File: config.mk
export PLATFORM = sky130hd
export DESIGN_NAME = tif_timer_irq
export DESIGN_NICKNAME = d
export VERILOG_FILES = /design/src/common/tif_pkg.sv /design/src/verilog/tif_timer_irq.sv
export VERILOG_INCLUDE_DIRS = /design/src /design/src/common
export SDC_FILE = /design/constraint.sdc
export NUM_CORES = 1
export LEC_CHECK = 0
export BUFFER_PORTS_ARGS = -buffer_cell sky130_fd_sc_hd__buf_2
export CAP_MARGIN = 25
export CORE_MARGIN = 4
export CORE_UTILIZATION = 30
export CTS_BUF_LIST = sky130_fd_sc_hd__clkbuf_8 sky130_fd_sc_hd__clkbuf_16
export CTS_CLUSTER_DIAMETER = 150
export CTS_CLUSTER_SIZE = 14
export DETAILED_ROUTE_END_ITERATION = 6
export HOLD_SLACK_MARGIN = 0.03
export PLACE_DENSITY = 0.55
export SKIP_LAST_GASP = 1
export SLEW_MARGIN = 20
export SYNTH_ARGS = -nofsm -noshare
export SYNTH_HDL_FRONTEND = slang
export SYNTH_SLANG_ARGS = --single-unit
File: constraint.sdc
create_clock -name i_ref_clk -period 6.1 [get_ports i_ref_clk]
set_input_delay 0.915 -clock i_ref_clk [delete_from_list [all_inputs] [get_ports i_ref_clk]]
set_output_delay 0.915 -clock i_ref_clk [all_outputs]
set_load 0.005 [all_outputs]
File: src/common/tif_defs.svh
// Purpose: Offsets, field positions, reset values and masks of the timer interrupt flag block.
// Assumes: 32-bit register bus, one aligned word per register.
// Notes: Definitions only.
`ifndef TIF_DEFS_SVH
`define TIF_DEFS_SVH

// ==========================================================================
// Register byte addresses
`define TIF_PEND_ADDR 32'h0000_4614
`define TIF_EN_ADDR 32'h0000_462c
`define TIF_CAPCFG_ADDR 32'h0000_4630
`define TIF_T1_THR_ADDR 32'h0000_4634
`define TIF_T2_THR_ADDR 32'h0000_4638

// ==========================================================================
// Event bit positions within one timer byte
`define TIF_BIT_WRAP 0
`define TIF_BIT_CMPA 1
`define TIF_BIT_CMPB 2
`define TIF_BIT_ZERO 3
`define TIF_BIT_TOP 4
`define TIF_BIT_CAPA 5
`define TIF_BIT_CAPB 6
`define TIF_TIMER_STRIDE 8

// ==========================================================================
// Masks and reset values
`define TIF_IMPL_MASK 16'h7f7f
`define TIF_REG_RESET 16'h0000
`define TIF_CAPCFG_RESET 8'h00
`define TIF_THR_RESET 16'hffff
`define TIF_COUNT_ZERO 16'h0000
`define TIF_RDATA_ZERO 32'h0000_0000

`endif

File: src/common/tif_pkg.sv
// Purpose: Types shared by the timer interrupt flag block.
// Assumes: Constants live in tif_defs.svh.
// Notes: Capture edge codes follow the two-bit edge selection field.
package tif_pkg;

    typedef enum logic [1:0] {
        TIF_EDGE_OFF = 2'b00,
        TIF_EDGE_RISE = 2'b01,
        TIF_EDGE_FALL = 2'b10,
        TIF_EDGE_BOTH = 2'b11
    } tif_edge_type;

    // Per timer inputs from the counter, compare and wrap logic.
    typedef struct packed {
        logic [15:0] count;
        logic tick;
        logic wrap;
        logic cmp_a;
        logic cmp_b;
    } tif_timer_in_type;

    // Address phase of a bus transfer held into its data phase.
    typedef struct packed {
        logic [31:0] addr;
        logic write;
        logic [2:0] size;
    } tif_ahb_req_type;

endpackage : tif_pkg

File: src/verilog/tif_timer_irq.sv
// Purpose: Pending flags, enables and interrupt request for two 16-bit timers.
// Assumes: AHB-Lite slave, zero wait states, 125 MHz i_ref_clk, async active-low reset.
// Notes: Capture pins are asynchronous and pass a two-stage synchroniser.
//
// Function
// RL1: Capture B enable at bit 14 for timer 2, bit 6 for timer 1.
// RL2: Capture A enable at bit 13 for timer 2, bit 5 for timer 1.
// RL3: Compare-top enable at bit 12 for timer 2, bit 4 for timer 1.
// RL4: Compare-zero enable at bit 11 for timer 2, bit 3 for timer 1.
// RL5: Compare B enable at bit 10 for timer 2, bit 2 for timer 1.
// RL6: Capture B event sets pending bit 14 or 6.
// RL7: Capture A event sets pending bit 13 or 5.
// RL8: Counter matching its threshold sets pending bit 12 or 4.
// RL9: Counter reaching zero sets pending bit 11 or 3.
// RL10: Compare A match sets pending bit 9 or 1.
// RL11: Compare-top match uses each timer's own 16-bit threshold.
// RL12: Capture edge select: 0 off, 1 rising, 2 falling, 3 both.
// RL13: Compare B pending 10/2, compare A enable 9/1, wrap at 8/0.
// RL14: Request asserts while any pending flag has its enable set; bits 15, 7 zero.
//
// Design decision made here: the AHB-Lite register port.
`include "tif_defs.svh"

module tif_timer_irq
    import tif_pkg::*;
(
    // Clock and reset
    input wire logic i_ref_clk,
    input wire logic i_rst_n,
    // AHB-Lite slave
    input wire logic i_hsel,
    input wire logic [31:0] i_haddr,
    input wire logic [1:0] i_htrans,
    input wire logic i_hwrite,
    input wire logic [2:0] i_hsize,
    input wire logic [31:0] i_hwdata,
    input wire logic i_hready,
    output logic o_hreadyout,
    output logic o_hresp,
    output logic [31:0] o_hrdata,
    // Timer event sources, index 0 is timer 1
    input tif_timer_in_type [1:0] i_timer,
    // Capture pins, index timer*2 + channel, channel 0 is A
    input wire logic [3:0] i_capture_pin,
    // Interrupt request
    output logic o_timer_irq
);

    // ==========================================================================
    // Bus address and data phase
    logic dp_q;
    tif_ahb_req_type req_q;
    logic hready_q;
    logic hresp_q;
    logic [31:0] rdata_q;
    logic [31:0] rdata_d;

    wire addr_phase = i_hsel & i_hready & i_htrans[1];
    wire rd_phase = addr_phase & ~i_hwrite;
    wire wr_active = dp_q & req_q.write;
    wire wr_pend = wr_active && (req_q.addr == `TIF_PEND_ADDR);
    wire wr_en = wr_active && (req_q.addr == `TIF_EN_ADDR);
    wire wr_capcfg = wr_active && (req_q.addr == `TIF_CAPCFG_ADDR);
    wire wr_thr1 = wr_active && (req_q.addr == `TIF_T1_THR_ADDR);
    wire wr_thr2 = wr_active && (req_q.addr == `TIF_T2_THR_ADDR);

    always_ff @(posedge i_ref_clk or negedge i_rst_n) begin
        if (!i_rst_n) begin
            dp_q <= 1'b0;
            req_q <= '0;
        end else begin
            dp_q <= addr_phase;
            if (addr_phase) begin
                req_q <= '{addr: i_haddr, write: i_hwrite, size: i_hsize};
            end
        end
    end

    // The slave never stretches a transfer and always answers OKAY.
    always_ff @(posedge i_ref_clk or negedge i_rst_n) begin
        if (!i_rst_n) begin
            hready_q <= 1'b1;
            hresp_q <= 1'b0;
        end else begin
            hready_q <= 1'b1;
            hresp_q <= 1'b0;
        end
    end

    // ==========================================================================
    // Configuration registers
    logic [15:0] en_q;
    logic [15:0] en_d;
    logic [7:0] capcfg_q;
    logic [7:0] capcfg_d;
    logic [1:0][15:0] thr_q;
    logic [1:0][15:0] thr_d;

    assign en_d = wr_en ? (i_hwdata[15:0] & `TIF_IMPL_MASK) : en_q; // RL1 RL2 RL3 RL4 RL5 RL13 RL14
    assign capcfg_d = wr_capcfg ? i_hwdata[7:0] : capcfg_q;
    assign thr_d[0] = wr_thr1 ? i_hwdata[15:0] : thr_q[0];
    assign thr_d[1] = wr_thr2 ? i_hwdata[15:0] : thr_q[1];

    always_ff @(posedge i_ref_clk or negedge i_rst_n) begin
        if (!i_rst_n) begin
            en_q <= `TIF_REG_RESET;
            capcfg_q <= `TIF_CAPCFG_RESET;
            thr_q <= {`TIF_THR_RESET, `TIF_THR_RESET};
        end else begin
            en_q <= en_d;
            capcfg_q <= capcfg_d;
            thr_q <= thr_d;
        end
    end

    // ==========================================================================
    // Capture pin synchronisers and edge detection
    logic [3:0] cap_meta_q;
    logic [3:0] cap_sync_q;
    logic [3:0] cap_prev_q;

    always_ff @(posedge i_ref_clk or negedge i_rst_n) begin
        if (!i_rst_n) begin
            cap_meta_q <= 4'h0;
            cap_sync_q <= 4'h0;
            cap_prev_q <= 4'h0;
        end else begin
            cap_meta_q <= i_capture_pin;
            cap_sync_q <= cap_meta_q;
            cap_prev_q <= cap_sync_q;
        end
    end

    wire [3:0] cap_rise = cap_sync_q & ~cap_prev_q;
    wire [3:0] cap_fall = ~cap_sync_q & cap_prev_q;
    logic [3:0] cap_evt;

    // ==========================================================================
    // Event collection per timer
    logic [15:0] ev;

    genvar t;
    generate
        for (t = 0; t < 2; t++) begin : g_timer
            localparam int B = t * `TIF_TIMER_STRIDE;
            tif_edge_type sel_a;
            tif_edge_type sel_b;
            assign sel_a = tif_edge_type'(capcfg_q[t * 4 +: 2]);
            assign sel_b = tif_edge_type'(capcfg_q[t * 4 + 2 +: 2]);
            assign cap_evt[t * 2] = ((sel_a == TIF_EDGE_RISE) & cap_rise[t * 2]) // RL12
                | ((sel_a == TIF_EDGE_FALL) & cap_fall[t * 2])
                | ((sel_a == TIF_EDGE_BOTH) & (cap_rise[t * 2] | cap_fall[t * 2]));
            assign cap_evt[t * 2 + 1] = ((sel_b == TIF_EDGE_RISE) & cap_rise[t * 2 + 1]) // RL12
                | ((sel_b == TIF_EDGE_FALL) & cap_fall[t * 2 + 1])
                | ((sel_b == TIF_EDGE_BOTH) & (cap_rise[t * 2 + 1] | cap_fall[t * 2 + 1]));
            assign ev[B + `TIF_BIT_CAPB] = cap_evt[t * 2 + 1]; // RL6
            assign ev[B + `TIF_BIT_CAPA] = cap_evt[t * 2]; // RL7
            // Matching is qualified by the count tick so a stopped counter sets the flag once.
            assign ev[B + `TIF_BIT_TOP] = i_timer[t].tick && (i_timer[t].count == thr_q[t]); // RL8 RL11
            assign ev[B + `TIF_BIT_ZERO] = i_timer[t].tick && (i_timer[t].count == `TIF_COUNT_ZERO); // RL9
            assign ev[B + `TIF_BIT_CMPB] = i_timer[t].cmp_b; // RL13
            assign ev[B + `TIF_BIT_CMPA] = i_timer[t].cmp_a; // RL10
            assign ev[B + `TIF_BIT_WRAP] = i_timer[t].wrap; // RL13
            assign ev[B + 7] = 1'b0; // RL14
        end
    endgenerate

    // ==========================================================================
    // Pending flags and request
    logic [15:0] pend_q;
    logic [15:0] pend_d;
    logic irq_q;

    // Writing one clears a flag; an event in the same cycle wins over the clear.
    wire [15:0] clr_mask = wr_pend ? i_hwdata[15:0] : `TIF_REG_RESET;
    assign pend_d = ((pend_q & ~clr_mask) | ev) & `TIF_IMPL_MASK; // RL6 RL7 RL8 RL9 RL10 RL13 RL14

    always_ff @(posedge i_ref_clk or negedge i_rst_n) begin
        if (!i_rst_n) begin
            pend_q <= `TIF_REG_RESET;
            irq_q <= 1'b0;
        end else begin
            pend_q <= pend_d;
            irq_q <= |(pend_d & en_d); // RL14
        end
    end

    // ==========================================================================
    // Read data, taken from next values so a read right after a write sees it
    assign rdata_d = !rd_phase ? `TIF_RDATA_ZERO
        : (i_haddr == `TIF_PEND_ADDR) ? {16'h0000, pend_d}
        : (i_haddr == `TIF_EN_ADDR) ? {16'h0000, en_d}
        : (i_haddr == `TIF_CAPCFG_ADDR) ? {24'h00_0000, capcfg_d}
        : (i_haddr == `TIF_T1_THR_ADDR) ? {16'h0000, thr_d[0]}
        : (i_haddr == `TIF_T2_THR_ADDR) ? {16'h0000, thr_d[1]}
        : `TIF_RDATA_ZERO;

    always_ff @(posedge i_ref_clk or negedge i_rst_n) begin
        if (!i_rst_n) begin
            rdata_q <= `TIF_RDATA_ZERO;
        end else begin
            rdata_q <= rdata_d;
        end
    end

    assign o_hreadyout = hready_q;
    assign o_hresp = hresp_q;
    assign o_hrdata = rdata_q;
    assign o_timer_irq = irq_q;
endmodule : tif_timer_irq

### Word-level counts from Yosys, hierarchy flattened

Cells that the tools add are included.

| operators by class | value |
|---|---|
| equal/unequal tests | 24 |
| bitwise gates (word level) | 37 |
| reduce and logical (&&, ||, !) cells | 12 |
| muxes and demuxes | 11 |

Operators by type and width:

| cell | count |
|---|---|
| equality test 32 x 15 -> 1 bit (second input constant) | 10 |
| two-way mux 32 bit | 4 |
| two-way mux 16 bit | 5 |
| equality test 16 bit | 2 |
| zero test 16 bit | 2 |
| bitwise AND 1 bit | 16 |
| bitwise AND 15 x 16 -> 16 bit | 1 |
| equality test 2 bit (second input constant) | 8 |
| OR reduction 16 bit | 1 |
| bitwise AND 15 bit | 1 |
| two-way mux 15 bit | 1 |
| NOT 15 bit | 1 |
| OR 15 bit | 1 |
| OR 1 bit | 12 |
| logical AND 1 bit | 9 |
| bitwise AND 4 bit | 2 |
| equality test 2 x 1 -> 1 bit (second input constant) | 4 |
| two-way mux 8 bit | 1 |
| NOT 4 bit | 2 |
| NOT 1 bit | 1 |

| word-level totals | value |
|---|---|
| bits in registers | 149 |
| input port bits | 118 |
| word-level logic and storage cells | 97 |

### Logic depth before layout (Yosys ltp)

Gate-level depths: netlist of the first run.

| depth | value |
|---|---|
| depth after elaboration | 9 |
| depth in mapped cells | 9 |

### Worst setup path before layout of the first run

OpenSTA, ideal clock, no wires.

| timing path | value |
|---|---|
| path kind | input-to-reg |
| start | input i_haddr[26] |
| end | register rdata_q[0] (netlist: o_hrdata[0]) |
| stages | 7 |
| buffers on the path | 0 |
| setup slack | 3,292 ps |
| data arrival time | 2,714 ps |
| cells stage by stage | nor4_1 > nand4_1 > nor4_1 > nor2_1 > o221ai_1 > a31oi_1 > a211oi_1 |

| on the way | value |
|---|---|
| cells in the longest elaborated chain, start to end | 7 |
| elaborated cells between the ends (all ways) | 11 |
| those cells by class | eq/ne: 5; mux: 6 |

RTL lines:

| what | RTL line | source |
|---|---|---|
| from (decl) | tif_timer_irq.sv:32 | `input wire logic [31:0] i_haddr,` |
| equality test 32 x 15 -> 1 bit (no line) | - |  |
| two-way mux 16 bit (no line) (2 in a row) | - |  |
| two-way mux 32 bit (no line) (2 in a row) | - |  |
| two-way mux 32 bit (no line) (*) (2 in a row) | - |  |
| net rdata_d[0] | tif_timer_irq.sv:56 | `logic [31:0] rdata_d;` |
| to (signal assigned) | tif_timer_irq.sv:200 | `` rdata_q <= `TIF_RDATA_ZERO; `` |
| to (signal assigned) | tif_timer_irq.sv:202 | `rdata_q <= rdata_d;` |
| to (decl) | tif_timer_irq.sv:55 | `logic [31:0] rdata_q;` |

Mark *: on every way through the listed nets, which the timed path passes. The rest lies on a longest branch.
A chain may end at the register's enable or synchronous reset.

### Worst setup path in the final report of the first run

| timing path | value |
|---|---|
| start | register req_q[30] (netlist name) |
| end | register irq_q (netlist: o_timer_irq) |

| on the way | value |
|---|---|
| cells in the longest elaborated chain, start to end | 8 |
| elaborated cells between the ends (all ways) | 11 |
| those cells by class | eq/ne: 2; mux: 2; bitwise: 4; reduce/logical: 3 |

RTL lines:

| what | RTL line | source |
|---|---|---|
| from (decl) | tif_timer_irq.sv:52 | `tif_ahb_req_type req_q;` |
| from (signal assigned) | tif_timer_irq.sv:74 | `req_q <= '{addr: i_haddr, write: i_hwrite, size: i_hsize};` |
| equality test 32 x 15 -> 1 bit (no line) | - |  |
| logical AND 1 bit | tif_timer_irq.sv:61 | `` wire wr_pend = wr_active && (req_q.addr == `TIF_PEND_ADDR); `` |
| two-way mux 15 bit (no line) | - |  |
| NOT 15 bit | tif_timer_irq.sv:176 | `` assign pend_d = ((pend_q & ~clr_mask) \| ev) & `TIF_IMPL_MASK; `` |
| bitwise AND 15 bit | tif_timer_irq.sv:176 |  |
| OR 15 bit | tif_timer_irq.sv:176 |  |
| bitwise AND 15 x 16 -> 16 bit (*) | tif_timer_irq.sv:184 | `irq_q <= \|(pend_d & en_d);` |
| OR reduction 16 bit (*) | tif_timer_irq.sv:184 |  |
| to (signal assigned) | tif_timer_irq.sv:184 |  |
| to (decl) | tif_timer_irq.sv:172 | `logic irq_q;` |

Every way passes the cells marked *; elsewhere a longest branch is shown, timed or not.

==> out/qor.csv, run 1 <==
stage;metric;value;unit
die;die area;24500;µm²
logic_synthesis;most common library cells after synthesis;dfrtp_1 (101), inv_1 (54), mux2_2 (54);
global_route;initial antenna violation count;3;
global_route;GRT Util Overall;0.153;
global_route;vias in the first global route;4763;
power;pwr/cell area;285;nW/µm²
route;drt drc;0;
logic_synthesis;Yosys top cell area share;0.382;
route;total wire length;18500;µm
clock_tree;CTS tree;done;
final_layout;NumNets Final;811;
global_route;remaining global-route overflow;0;
die;FP Rows;54;
place;final RePlAce weighted congestion;0.848;
final_layout;Final Cell Area;8100;µm²
logic_synthesis;most frequent cell after synthesis;dfrtp_1;
clock_tree;Sink Count;133;
logic_synthesis;Post-Synth Adder-Cell Area;0.0151;
clock_tree;CTS resizes;0;
die;Die W;156;µm
logic_synthesis;proportion of synthesized area in mux cells;0.138;
sta;Max-slew headroom;0.391;
logic_synthesis;sequential share of the synthesized area;0.509;
die;# IOs;153;
clock_tree;cts hold-fix bufs;0;
route;DR iter-0 viols;272;
sta;Final period util;0.610;
place;placed cell areas;7440;µm²
logic_synthesis;Post-synth EDFFs;0;
logic_synthesis;main combinational cell family by area after synthesis;simple AND/OR/NAND/NOR gates;
clock_tree;setup bufs post-CTS;0;
logic_synthesis;cell taking the most area after synthesis;dfrtp_1;
clock_tree;Num CTS Buffers;17;
power;Leak;3.65;nW
route;Vias;4741;
die;Core ar.;21800;µm²
clock_tree;clock transition at the registers of the reported paths;60;ps
sta;skew final;11.7;ps
sta;RSZ-0062 raised after global routing;false;
power;IR Drop Worst-Case VDD;0.181;mV
clock_tree;clk buf depth;2;
worst_setup_path;Worst path slowest cell;and4_1;
place;post-DP HPWL;13600;µm
logic_synthesis;Post-synth ARST share;1.00;
sta;Tmin final;3720;ps
sta;final setup vio count;0;
logic_synthesis;ys flop type;dfrtp_1;
sta;endpoints failing hold;0;
logic_synthesis;synthesized area;6610;µm²
worst_setup_path;crit path kind;reg -> reg;
worst_setup_path;crit-path cells;nor4_4 -> and4_1 -> nand4_4 -> mux2i_1 -> o22ai_1 -> a221oi_1 -> o2111ai_1;
sta;Slew Limit Fails;0;
clock_tree;clk_lat worst skew;420;ps
global_route;first-pass GRT wire length;27900;µm
logic_synthesis;Synth cell types;58;
sta;Total Neg Setup Slack;0;ps
worst_setup_path;CP max stage delay;830;ps
logic_synthesis;Post-Syn Instances;565;
logic_synthesis;Avg Cell Area, Syn;11.7;µm²
logic_synthesis;flop and latch count out of synthesis;133;
final_layout;Area Growth Syn to Fin;22.4;%
logic_synthesis;Area contributors post-synth;dfrtp_1 (38%), dfstp_2 (13%), mux2_2 (9.2%);
die;Die Ht;156;µm
worst_setup_path;maximum fanout along the worst path;16;
route;first drt pass iteration count;4;
logic_synthesis;xor/xnor cell area share of the yosys netlist;0.0424;
final_layout;diodes inserted;0;
clock_tree;htree depth;4;
route;Antenna Violating Nets Remaining;0;
die;Initial Util;0.304;
worst_setup_path;CP Data Required Time;6330;ps
route;vias per cell;4.85;
flow_run;Max-Cap Viols;0;
logic_synthesis;post-synthesis simple-gate area fraction;0.146;
sta;measured slew at the worst slew-check pin;912;ps
clock_tree;CTS Root Cell;clkbuf_16;
worst_setup_path;startpoint types;flip-flop;
hold_path;Worst Hold Class;reg -> reg;
final_layout;fraction of layout cells with a size suffix above 1;0.377;
worst_setup_path;Setup crit end kind;flip-flop;
run_status;outcome;finished, final reports clean;
route;per-cell routed wire length;18.9;µm
worst_setup_path;Critical Path AT;3950;ps
global_route;largest net degree at the start of global routing;94;
logic_synthesis;yosys warns;0;
place;IO Port Bufs;114;
sta;Fmax;269;MHz
logic_synthesis;Synth Area in Compound Gates;0.0791;
placed cells by master (no fill, tap or decap), types with 6 or more instances in the layout:
| cell type | netlist | layout |
|---|---|---|
| a211oi_1 | 9 | 9 |
| a21oi_1 | 16 | 16 |
| a31oi_1 | 6 | 6 |
| buf_2 | 3 | 113 |
| buf_4 | 18 | 8 |
| clkbuf_16 | 0 | 17 |
| conb_1 | 2 | 18 |
| dfrtp_1 | 101 | 101 |
| dfstp_2 | 32 | 32 |
| ha_1 | 8 | 8 |
| inv_1 | 54 | 54 |
| mux2_2 | 54 | 54 |
| mux2i_1 | 28 | 28 |
| nand2_1 | 21 | 21 |
| nand2b_1 | 8 | 8 |
| nand3_1 | 7 | 6 |
| nand4_1 | 18 | 18 |
| nor2_1 | 25 | 25 |
| nor2b_1 | 9 | 9 |
| nor4_1 | 16 | 14 |
| nor4_4 | 6 | 6 |
| o21ai_0 | 7 | 7 |
| o221ai_1 | 7 | 7 |
| o22ai_1 | 7 | 7 |
| xnor2_1 | 32 | 32 |
kinds of logic (layout without fill, tap and decap cells):
kind of cell	Yosys count	after routing
adder cells (fa/ha/maj)	8	8
multiplexers	84	84
AO/OA/AOI/OAI	75	75
other	2	18
AND/OR/NAND/NOR	140	140
XOR/XNOR	32	32
flip-flops	133	133
buffers and inverters	91	208
stage by stage:
| step | hold WS, ps | total power [mW] | cells | util | setup slack, ps |
|---|---|---|---|---|---|
| final | 345 | 2.31 | 978 | 0.372 | 2380 |
| after global routing | 355 | 2.40 | 978 | 0.372 | 2180 |
| after CTS | 348 | 2.34 | 978 | 0.372 | 2450 |
| after detailed placement | 338 | 1.19 | 946 | 0.342 | 2020 |
| after global placement | 336 | 1.19 | 946 | 0.342 | 2080 |
| after floorplan | 331 | 1.10 | 581 | - | 3290 |
routing by layer:
metal,GRT usage,routed length [µm],share of wire
met3,0.0476,1320,0.071
met5,0,47,0.0025
met4,0.0492,275,0.015
met2,0.233,8420,0.45
met1,0.207,8460,0.46
worst max-delay path, delay by kind of cell, from the launching register on:
family / cells / cell delay [ps]
flip-flops: 1 / 400
multiplexers: 1 / 470
AND/OR/NAND/NOR: 3 / 1750
AO/OA/AOI/OAI: 3 / 900
power breakdown:
part           internal, mW  switching (mW)
clock network         0.728           0.407
logic                0.0930          0.0955
registers             0.936          0.0470
cell type report:
cell class / count / area (µm²)
Tap cell: 280 / 350
Inverter: 54 / 203
Clock inverter: 15 / 229
Fill cell: 2215 / 13700
Multi-Input combinational cell: 357 / 2880
Timing Repair Buffer: 122 / 637
Sequential cell: 133 / 3370
Clock buffer: 17 / 425
state kept, by name, indices dropped and copies added (netlist names):
signal       flops
req_q           33
thr_q           32
en_q            16
o_hrdata        16
pend_q          14
capcfg_q         8
cap_meta_q       4
cap_prev_q       4
cap_sync_q       4
dp_q             1
o_timer_irq      1
final timing paths:
path | from | to | slack, ps | cells past startpoint
max | req_q[30] | o_timer_irq | 2380 | 7
min | cap_meta_q[2] | cap_sync_q[2] | 340 | 0
max reg2reg | req_q[30] | o_timer_irq | 2380 | 7
min reg2reg | cap_meta_q[2] | cap_sync_q[2] | 340 | 0
max in group asynchronous | i_rst_n | thr_q[1] | 4430 | 2
min in group asynchronous | i_rst_n | req_q[33] | 560 | 1
No activity file was read; power rests on OpenSTA's default activity.
==> run 2: changes to the inputs <==
PLACE_DENSITY = 0.56   (was 0.55)
clock period = 3.2 ns   (was 6.1 ns; I/O delays follow)
==> out/qor.csv, run 2 (same netlist as run 1, synthesis figures left out) <==
stage;metric;value;unit;change
clock_tree;Sink Count;133;;unchanged
route;DR iter-0 viols;294;;was 272
sta;Fmax;367;MHz;was 269 MHz
global_route;first-pass GRT wire length;28800;µm;was 27,900 µm
power;Seq pwr share;0.444;;was 0.426
final_layout;register with the most flip-flops;req_q;;unchanged
final_layout;leading cell type in the layout, fill and taps excluded;buf_2;;unchanged
final_layout;Area Growth Syn to Fin;24.3;%;was 22.4%
worst_setup_path;startpoint types;flip-flop;;unchanged
worst_setup_path;maximum fanout along the worst path;12;;was 16
sta;final setup vio count;0;;unchanged
die;Die W;156;µm;unchanged
worst_setup_path;Worst path slowest cell;dfrtp_1;;was and4_1
global_route;remaining global-route overflow;0;;unchanged
clock_tree;htree depth;4;;unchanged
sta;RSZ-0062 raised after global routing;false;;unchanged
clock_tree;clock transition at the registers of the reported paths;60;ps;about the same
flow_run;Max-Cap Viols;0;;unchanged
sta;Total Neg Setup Slack;0;ps;unchanged
power;cell-internal power;3.18;mW;was 1.76 mW
final_layout;commonest cells after routing, fill and taps aside;buf_2 (113), dfrtp_1 (101), inv_1 (55), mux2_2 (54);;was buf_2 (113), dfrtp_1 (101), inv_1 (54), mux2_2 (54)
place;Place WS;268;ps;was 2020 ps
sta;Slew Limit Fails;0;;unchanged
clock_tree;clk_lat worst skew;420;ps;about the same
final_layout;max reg flops;33;;unchanged
place;IO Port Bufs;114;;unchanged
die;# IOs;153;;unchanged
route;Antenna Violating Nets Remaining;0;;unchanged
power;Leak;3.73;nW;was 3.65 nW
worst_setup_path;CP max stage delay;400;ps;was 830 ps
worst_setup_path;CP Data Required Time;3460;ps;was 6330 ps
die;Die Ht;156;µm;unchanged
route;total wire length;18600;µm;was 18,500 µm
worst_setup_path;Critical Path AT;2980;ps;was 3950 ps
power;P_sw;1.04;mW;was 550 µW
final_layout;largest registers;req_q (33), thr_q (32);;unchanged
sta;skew final;8.39;ps;was 11.7 ps
clock_tree;Num CTS Buffers;17;;unchanged
sta;Max-slew headroom;0.616;;was 0.391
global_route;GRT Util Overall;0.156;;was 0.153
worst_setup_path;Setup crit end kind;flip-flop;;unchanged
hold_path;Worst Hold Class;in -> reg;;was reg -> reg
global_route;vias in the first global route;4949;;was 4,763
die;Initial Util;0.304;;unchanged
sta;measured slew at the worst slew-check pin;573;ps;was 912 ps
power;pwr/cell area;513;nW/µm²;was 285 nW/µm²
clock_tree;CTS Root Cell;clkbuf_16;;unchanged
die;FP Rows;54;;unchanged
sta;endpoints failing hold;0;;unchanged
clock_tree;cts hold-fix bufs;1;;was 0
worst_setup_path;crit-path cells;nor4_4 -> and4_1 -> buf_4 -> nand4_1 -> a21oi_1 -> o22ai_1 -> nor4_1 -> o2111ai_1;;was nor4_4 -> and4_1 -> nand4_4 -> mux2i_1 -> o22ai_1 -> a221oi_1 -> o2111ai_1
die;Core ar.;21800;µm²;unchanged
clock_tree;CTS resizes;0;;unchanged
route;per-cell routed wire length;18.6;µm;was 18.9 µm
global_route;initial antenna violation count;1;;was 3
final_layout;register area;3370;µm²;unchanged
power;logic gate share of total power;0.088;;was 0.082
power;clock power share;0.467;;was 0.492
sta;post-route setup slack;477;ps;was 2380 ps
clock_tree;clk buf depth;2;;unchanged
run_status;outcome;finished, final reports clean;;unchanged
route;drt drc;0;;unchanged
clock_tree;setup bufs post-CTS;0;;unchanged
final_layout;fillers;2202;;was 2,215
route;vias per cell;4.75;;was 4.85
sta;Tmin final;2720;ps;was 3720 ps
final_layout;NumNets Final;832;;was 811
power;IR Drop Worst-Case VDD;0.327;mV;was 0.181 mV
global_route;largest net degree at the start of global routing;60;;was 94
die;die area;24500;µm²;unchanged
place;final RePlAce weighted congestion;0.828;;was 0.848
route;Vias;4750;;was 4,741
power;sw frac;0.247;;was 0.238
final_layout;area of the multi-input gates;2870;µm²;was 2880 µm²
final_layout;fraction of layout cells with a size suffix above 1;0.391;;was 0.377
route;first drt pass iteration count;4;;unchanged
worst_setup_path;crit path kind;reg -> reg;;unchanged
sta;Final period util;0.851;;was 0.610
clock_tree;CTS tree;done;;unchanged
place;post-DP HPWL;13800;µm;was 13,600 µm
run 2: changes by cell type in the layout (fill, tap and decap cells not counted), sizes merged:
cell	delta
buf	+20
bufinv	-3
clkbuf	+3
diode	+1
dlygate4sd3	+1
run 2: path summary, 6_finish.rpt:
path | to | from | cells after the start | slack (ps)
max in group asynchronous | thr_q[10] | i_rst_n | 3 | 1830
worst min register to register | cap_sync_q[2] | cap_meta_q[2] | 0 | 350
worst max-delay path | o_timer_irq | req_q[30] | 8 | 480
worst max register to register | o_timer_irq | req_q[30] | 8 | 480
worst min-delay path | cap_meta_q[1] | i_capture_pin[1] | 1 | 170
min in group asynchronous | req_q[33] | i_rst_n | 2 | 570
run 2: metrics by stage:
step / util / hold WS (ps) / area, µm² / total power [mW] / instances
finish: 0.378 / 166 / 8220 / 4.22 / 1000
global route: 0.378 / 143 / 8220 / 4.41 / 999
CTS: 0.378 / 147 / 8220 / 4.27 / 999
detailed placement: 0.350 / 335 / 7610 / 2.28 / 966
global placement: 0.350 / 335 / 7610 / 2.27 / 966
floorplan: - / 184 / 6670 / 2.09 / 581
run 2: worst max-delay path: cells and delay by family, from the launching register on:
kind	cells	cell delay, ps
DFF	1	400
and+or+nand+nor	4	1190
AOI/OAI and AO/OA	3	690
buffers and inverters	1	280
run 2: layer usage:
layer	up-vias	track usage	share of wire
li1	2253	-	-
met1	2354	0.216	0.47
met2	126	0.244	0.46
met3	15	0.0404	0.059
met4	2	0.0434	0.010
met5	-	0	0.00070
run 2: area by class of cell:
| cell class | count | area share |
|---|---|---|
| Multi-Input combinational cell | 357 | 0.349 |
| Tap cell | 280 | 0.0426 |
| Clock inverter | 12 | 0.0158 |
| Antenna cell | 1 | 0.000304 |
| Inverter | 54 | 0.0246 |
| Clock buffer | 20 | 0.0568 |
| Timing Repair Buffer | 143 | 0.101 |
| Sequential cell | 133 | 0.410 |
run 2: power groups by stage:
stage                     Clock (mW)  Combinational [mW]  Sequential, mW
after global placement             0               0.371            1.90
after detailed placement           0               0.375            1.91
final                           1.97               0.372            1.88
after CTS                       2.02               0.377            1.88
after floorplan                    0               0.210            1.88
after global routing            2.11               0.414            1.89
==> run 3: changes to the inputs <==
BUFFER_PORTS_ARGS = not set   (was -buffer_cell sky130_fd_sc_hd__buf_2)
DONT_BUFFER_PORTS = 1   (was not set)
PLACE_DENSITY = 0.5   (was 0.56)
==> out/qor.csv, run 3 (same netlist as run 1, synthesis figures left out) <==
stage;metric;value;unit;change
run_status;outcome;finished with violations;;was finished, final reports clean
run_status;violated checks;negative hold slack;;
worst_setup_path;CP Data Required Time;3470;ps;was 3460 ps
route;DR iter-0 viols;308;;was 294
flow_run;Max-Cap Viols;0;;unchanged
route;drt drc;0;;unchanged
global_route;first-pass GRT wire length;28600;µm;was 28,800 µm
place;placed cell areas;6900;µm²;was 7610 µm²
sta;final setup vio count;0;;unchanged
final_layout;register with the most flip-flops;req_q;;unchanged
global_route;remaining global-route overflow;0;;unchanged
worst_setup_path;Setup crit end kind;flip-flop;;unchanged
hold_path;Worst Hold Class;in -> async;;was in -> reg
final_layout;fillers;2173;;was 2,202
place;final RePlAce weighted congestion;0.870;;was 0.828
route;vias per cell;5.12;;was 4.75
die;# IOs;153;;unchanged
global_route;GRT Util Overall;0.157;;was 0.156
worst_setup_path;startpoint types;flip-flop;;unchanged
final_layout;fraction of layout cells with a size suffix above 1;0.262;;was 0.391
die;Core ar.;21800;µm²;unchanged
route;total wire length;18800;µm;was 18,600 µm
global_route;met1 Track Usage GR;0.211;;was 0.216
route;first drt pass iteration count;4;;unchanged
global_route;met2 Use GR;0.245;;was 0.244
sta;Final period util;0.880;;was 0.851
die;Die W;156;µm;unchanged
global_route;largest net degree at the start of global routing;134;;was 60
final_layout;commonest cells after routing, fill and taps aside;dfrtp_1 (101), inv_1 (54), mux2_2 (54), xnor2_1 (32), dfstp_2 (32);;was buf_2 (113), dfrtp_1 (101), inv_1 (55), mux2_2 (54)
clock_tree;clk buf depth;2;;unchanged
global_route;vias in the first global route;4736;;was 4,949
sta;endpoints failing hold;105;;was 0
clock_tree;CTS Root Cell;clkbuf_16;;unchanged
power;IR Drop Worst-Case VDD;0.317;mV;was 0.327 mV
final_layout;register area;3370;µm²;unchanged
final_layout;max reg flops;33;;unchanged
clock_tree;Num CTS Buffers;17;;unchanged
sta;Fmax;355;MHz;was 367 MHz
final_layout;Final Cell Area;7500;µm²;was 8220 µm²
global_route;GR peak layer;met2;;unchanged
worst_setup_path;crit path kind;reg -> reg;;unchanged
clock_tree;CTS resizes;0;;unchanged
final_layout;leading cell type in the layout, fill and taps excluded;dfrtp_1;;was buf_2
sta;RSZ-0062 raised after global routing;false;;unchanged
final_layout;final core utilization;0.345;;was 0.378
worst_setup_path;R2R setup slack;380;ps;was 480 ps
die;die area;24500;µm²;unchanged
clock_tree;htree depth;4;;unchanged
sta;hold slack;-243;ps;was 166 ps
die;FP Rows;54;;unchanged
place;post-DP HPWL;13900;µm;was 13,800 µm
final_layout;largest registers;req_q (33), thr_q (32);;unchanged
global_route;initial antenna violation count;0;;was 1
power;Leak;3.18;nW;was 3.73 nW
worst_setup_path;Critical Path AT;3090;ps;was 2980 ps
sta;Max-slew headroom;0.562;;was 0.616
die;Initial Util;0.304;;unchanged
sta;measured slew at the worst slew-check pin;652;ps;was 573 ps
route;Vias;4461;;was 4,750
final_layout;area of the multi-input gates;2860;µm²;was 2870 µm²
route;per-cell routed wire length;21.5;µm;was 18.6 µm
place;IO Port Bufs;0;;was 114
sta;Tmin final;2820;ps;was 2720 ps
sta;Total Neg Setup Slack;0;ps;unchanged
clock_tree;clock transition at the registers of the reported paths;60;ps;about the same
clock_tree;CTS tree;done;;unchanged
final_layout;NumNets Final;705;;was 832
final_layout;diodes inserted;0;;was 1
clock_tree;setup bufs post-CTS;0;;unchanged
power;pwr/cell area;545;nW/µm²;was 513 nW/µm²
die;Die Ht;156;µm;unchanged
final_layout;Area Growth Syn to Fin;13.4;%;was 24.3%
global_route;M3 GR Usage;0.0556;;was 0.0404
clock_tree;Sink Count;133;;unchanged
clock_tree;clk_lat worst skew;430;ps;was 420 ps
worst_setup_path;maximum fanout along the worst path;12;;unchanged
sta;Slew Limit Fails;0;;unchanged
worst_setup_path;Worst Reg-to-Reg Cells;9;;was 8
route;Antenna Violating Nets Remaining;0;;unchanged
sta;skew final;8.44;ps;was 8.39 ps
==> run 3: power by group <==
| group | switching, mW | leakage, nW | internal (mW) |
|---|---|---|---|
| Combinational | 0.0968 | 1.36 | 0.132 |
| Sequential | 0.0891 | 1.54 | 1.78 |
| Clock | 0.817 | 0.278 | 1.16 |
==> run 3: routing by layer <==
layer,vias up,share of wire
li1,2008,-
met1,2257,0.43
met2,179,0.46
met3,17,0.094
met4,0,0.0099
met5,-,0
==> run 3: cell type report <==
| cell class | instances | area share |
|---|---|---|
| flip-flops and latches | 133 | 0.449 |
| multi-input cells | 357 | 0.382 |
| clock buffers | 17 | 0.0567 |
| well taps | 280 | 0.0467 |
| inverters | 54 | 0.0270 |
| clock inverters | 15 | 0.0225 |
| repair buffers | 16 | 0.0160 |
==> run 3: critical path: stages, from the launching register on <==
cell and delay (ps):
dfrtp_1 410, nor4_4 380, and4_1 340, buf_4 280, nand3_1 210, buf_4 230
mux2_2 240, nand2b_1 100, a31oi_1 80, a211oi_1 400
==> run 3: path summary, 6_finish.rpt <==
path,startpoint,endpoint
worst min register to register,cap_meta_q[0],cap_sync_q[0]
min in group i_ref_clk,i_capture_pin[2],cap_meta_q[2]
worst max register to register,req_q[30],o_hrdata[0]
worst max-delay path,req_q[30],o_hrdata[0]
max in group asynchronous,i_rst_n,thr_q[30]
worst min-delay path,i_rst_n,cap_meta_q[1]
==> run 3: per-stage QoR <==
stage                     total power [mW]  worst slack (ps)  cells
after floorplan                       2.09               824    581
after global routing                  4.26               202    872
after global placement                2.12               323    840
after detailed placement              2.13               286    840
final                                 4.08               384    872
after CTS                             4.14               350    872
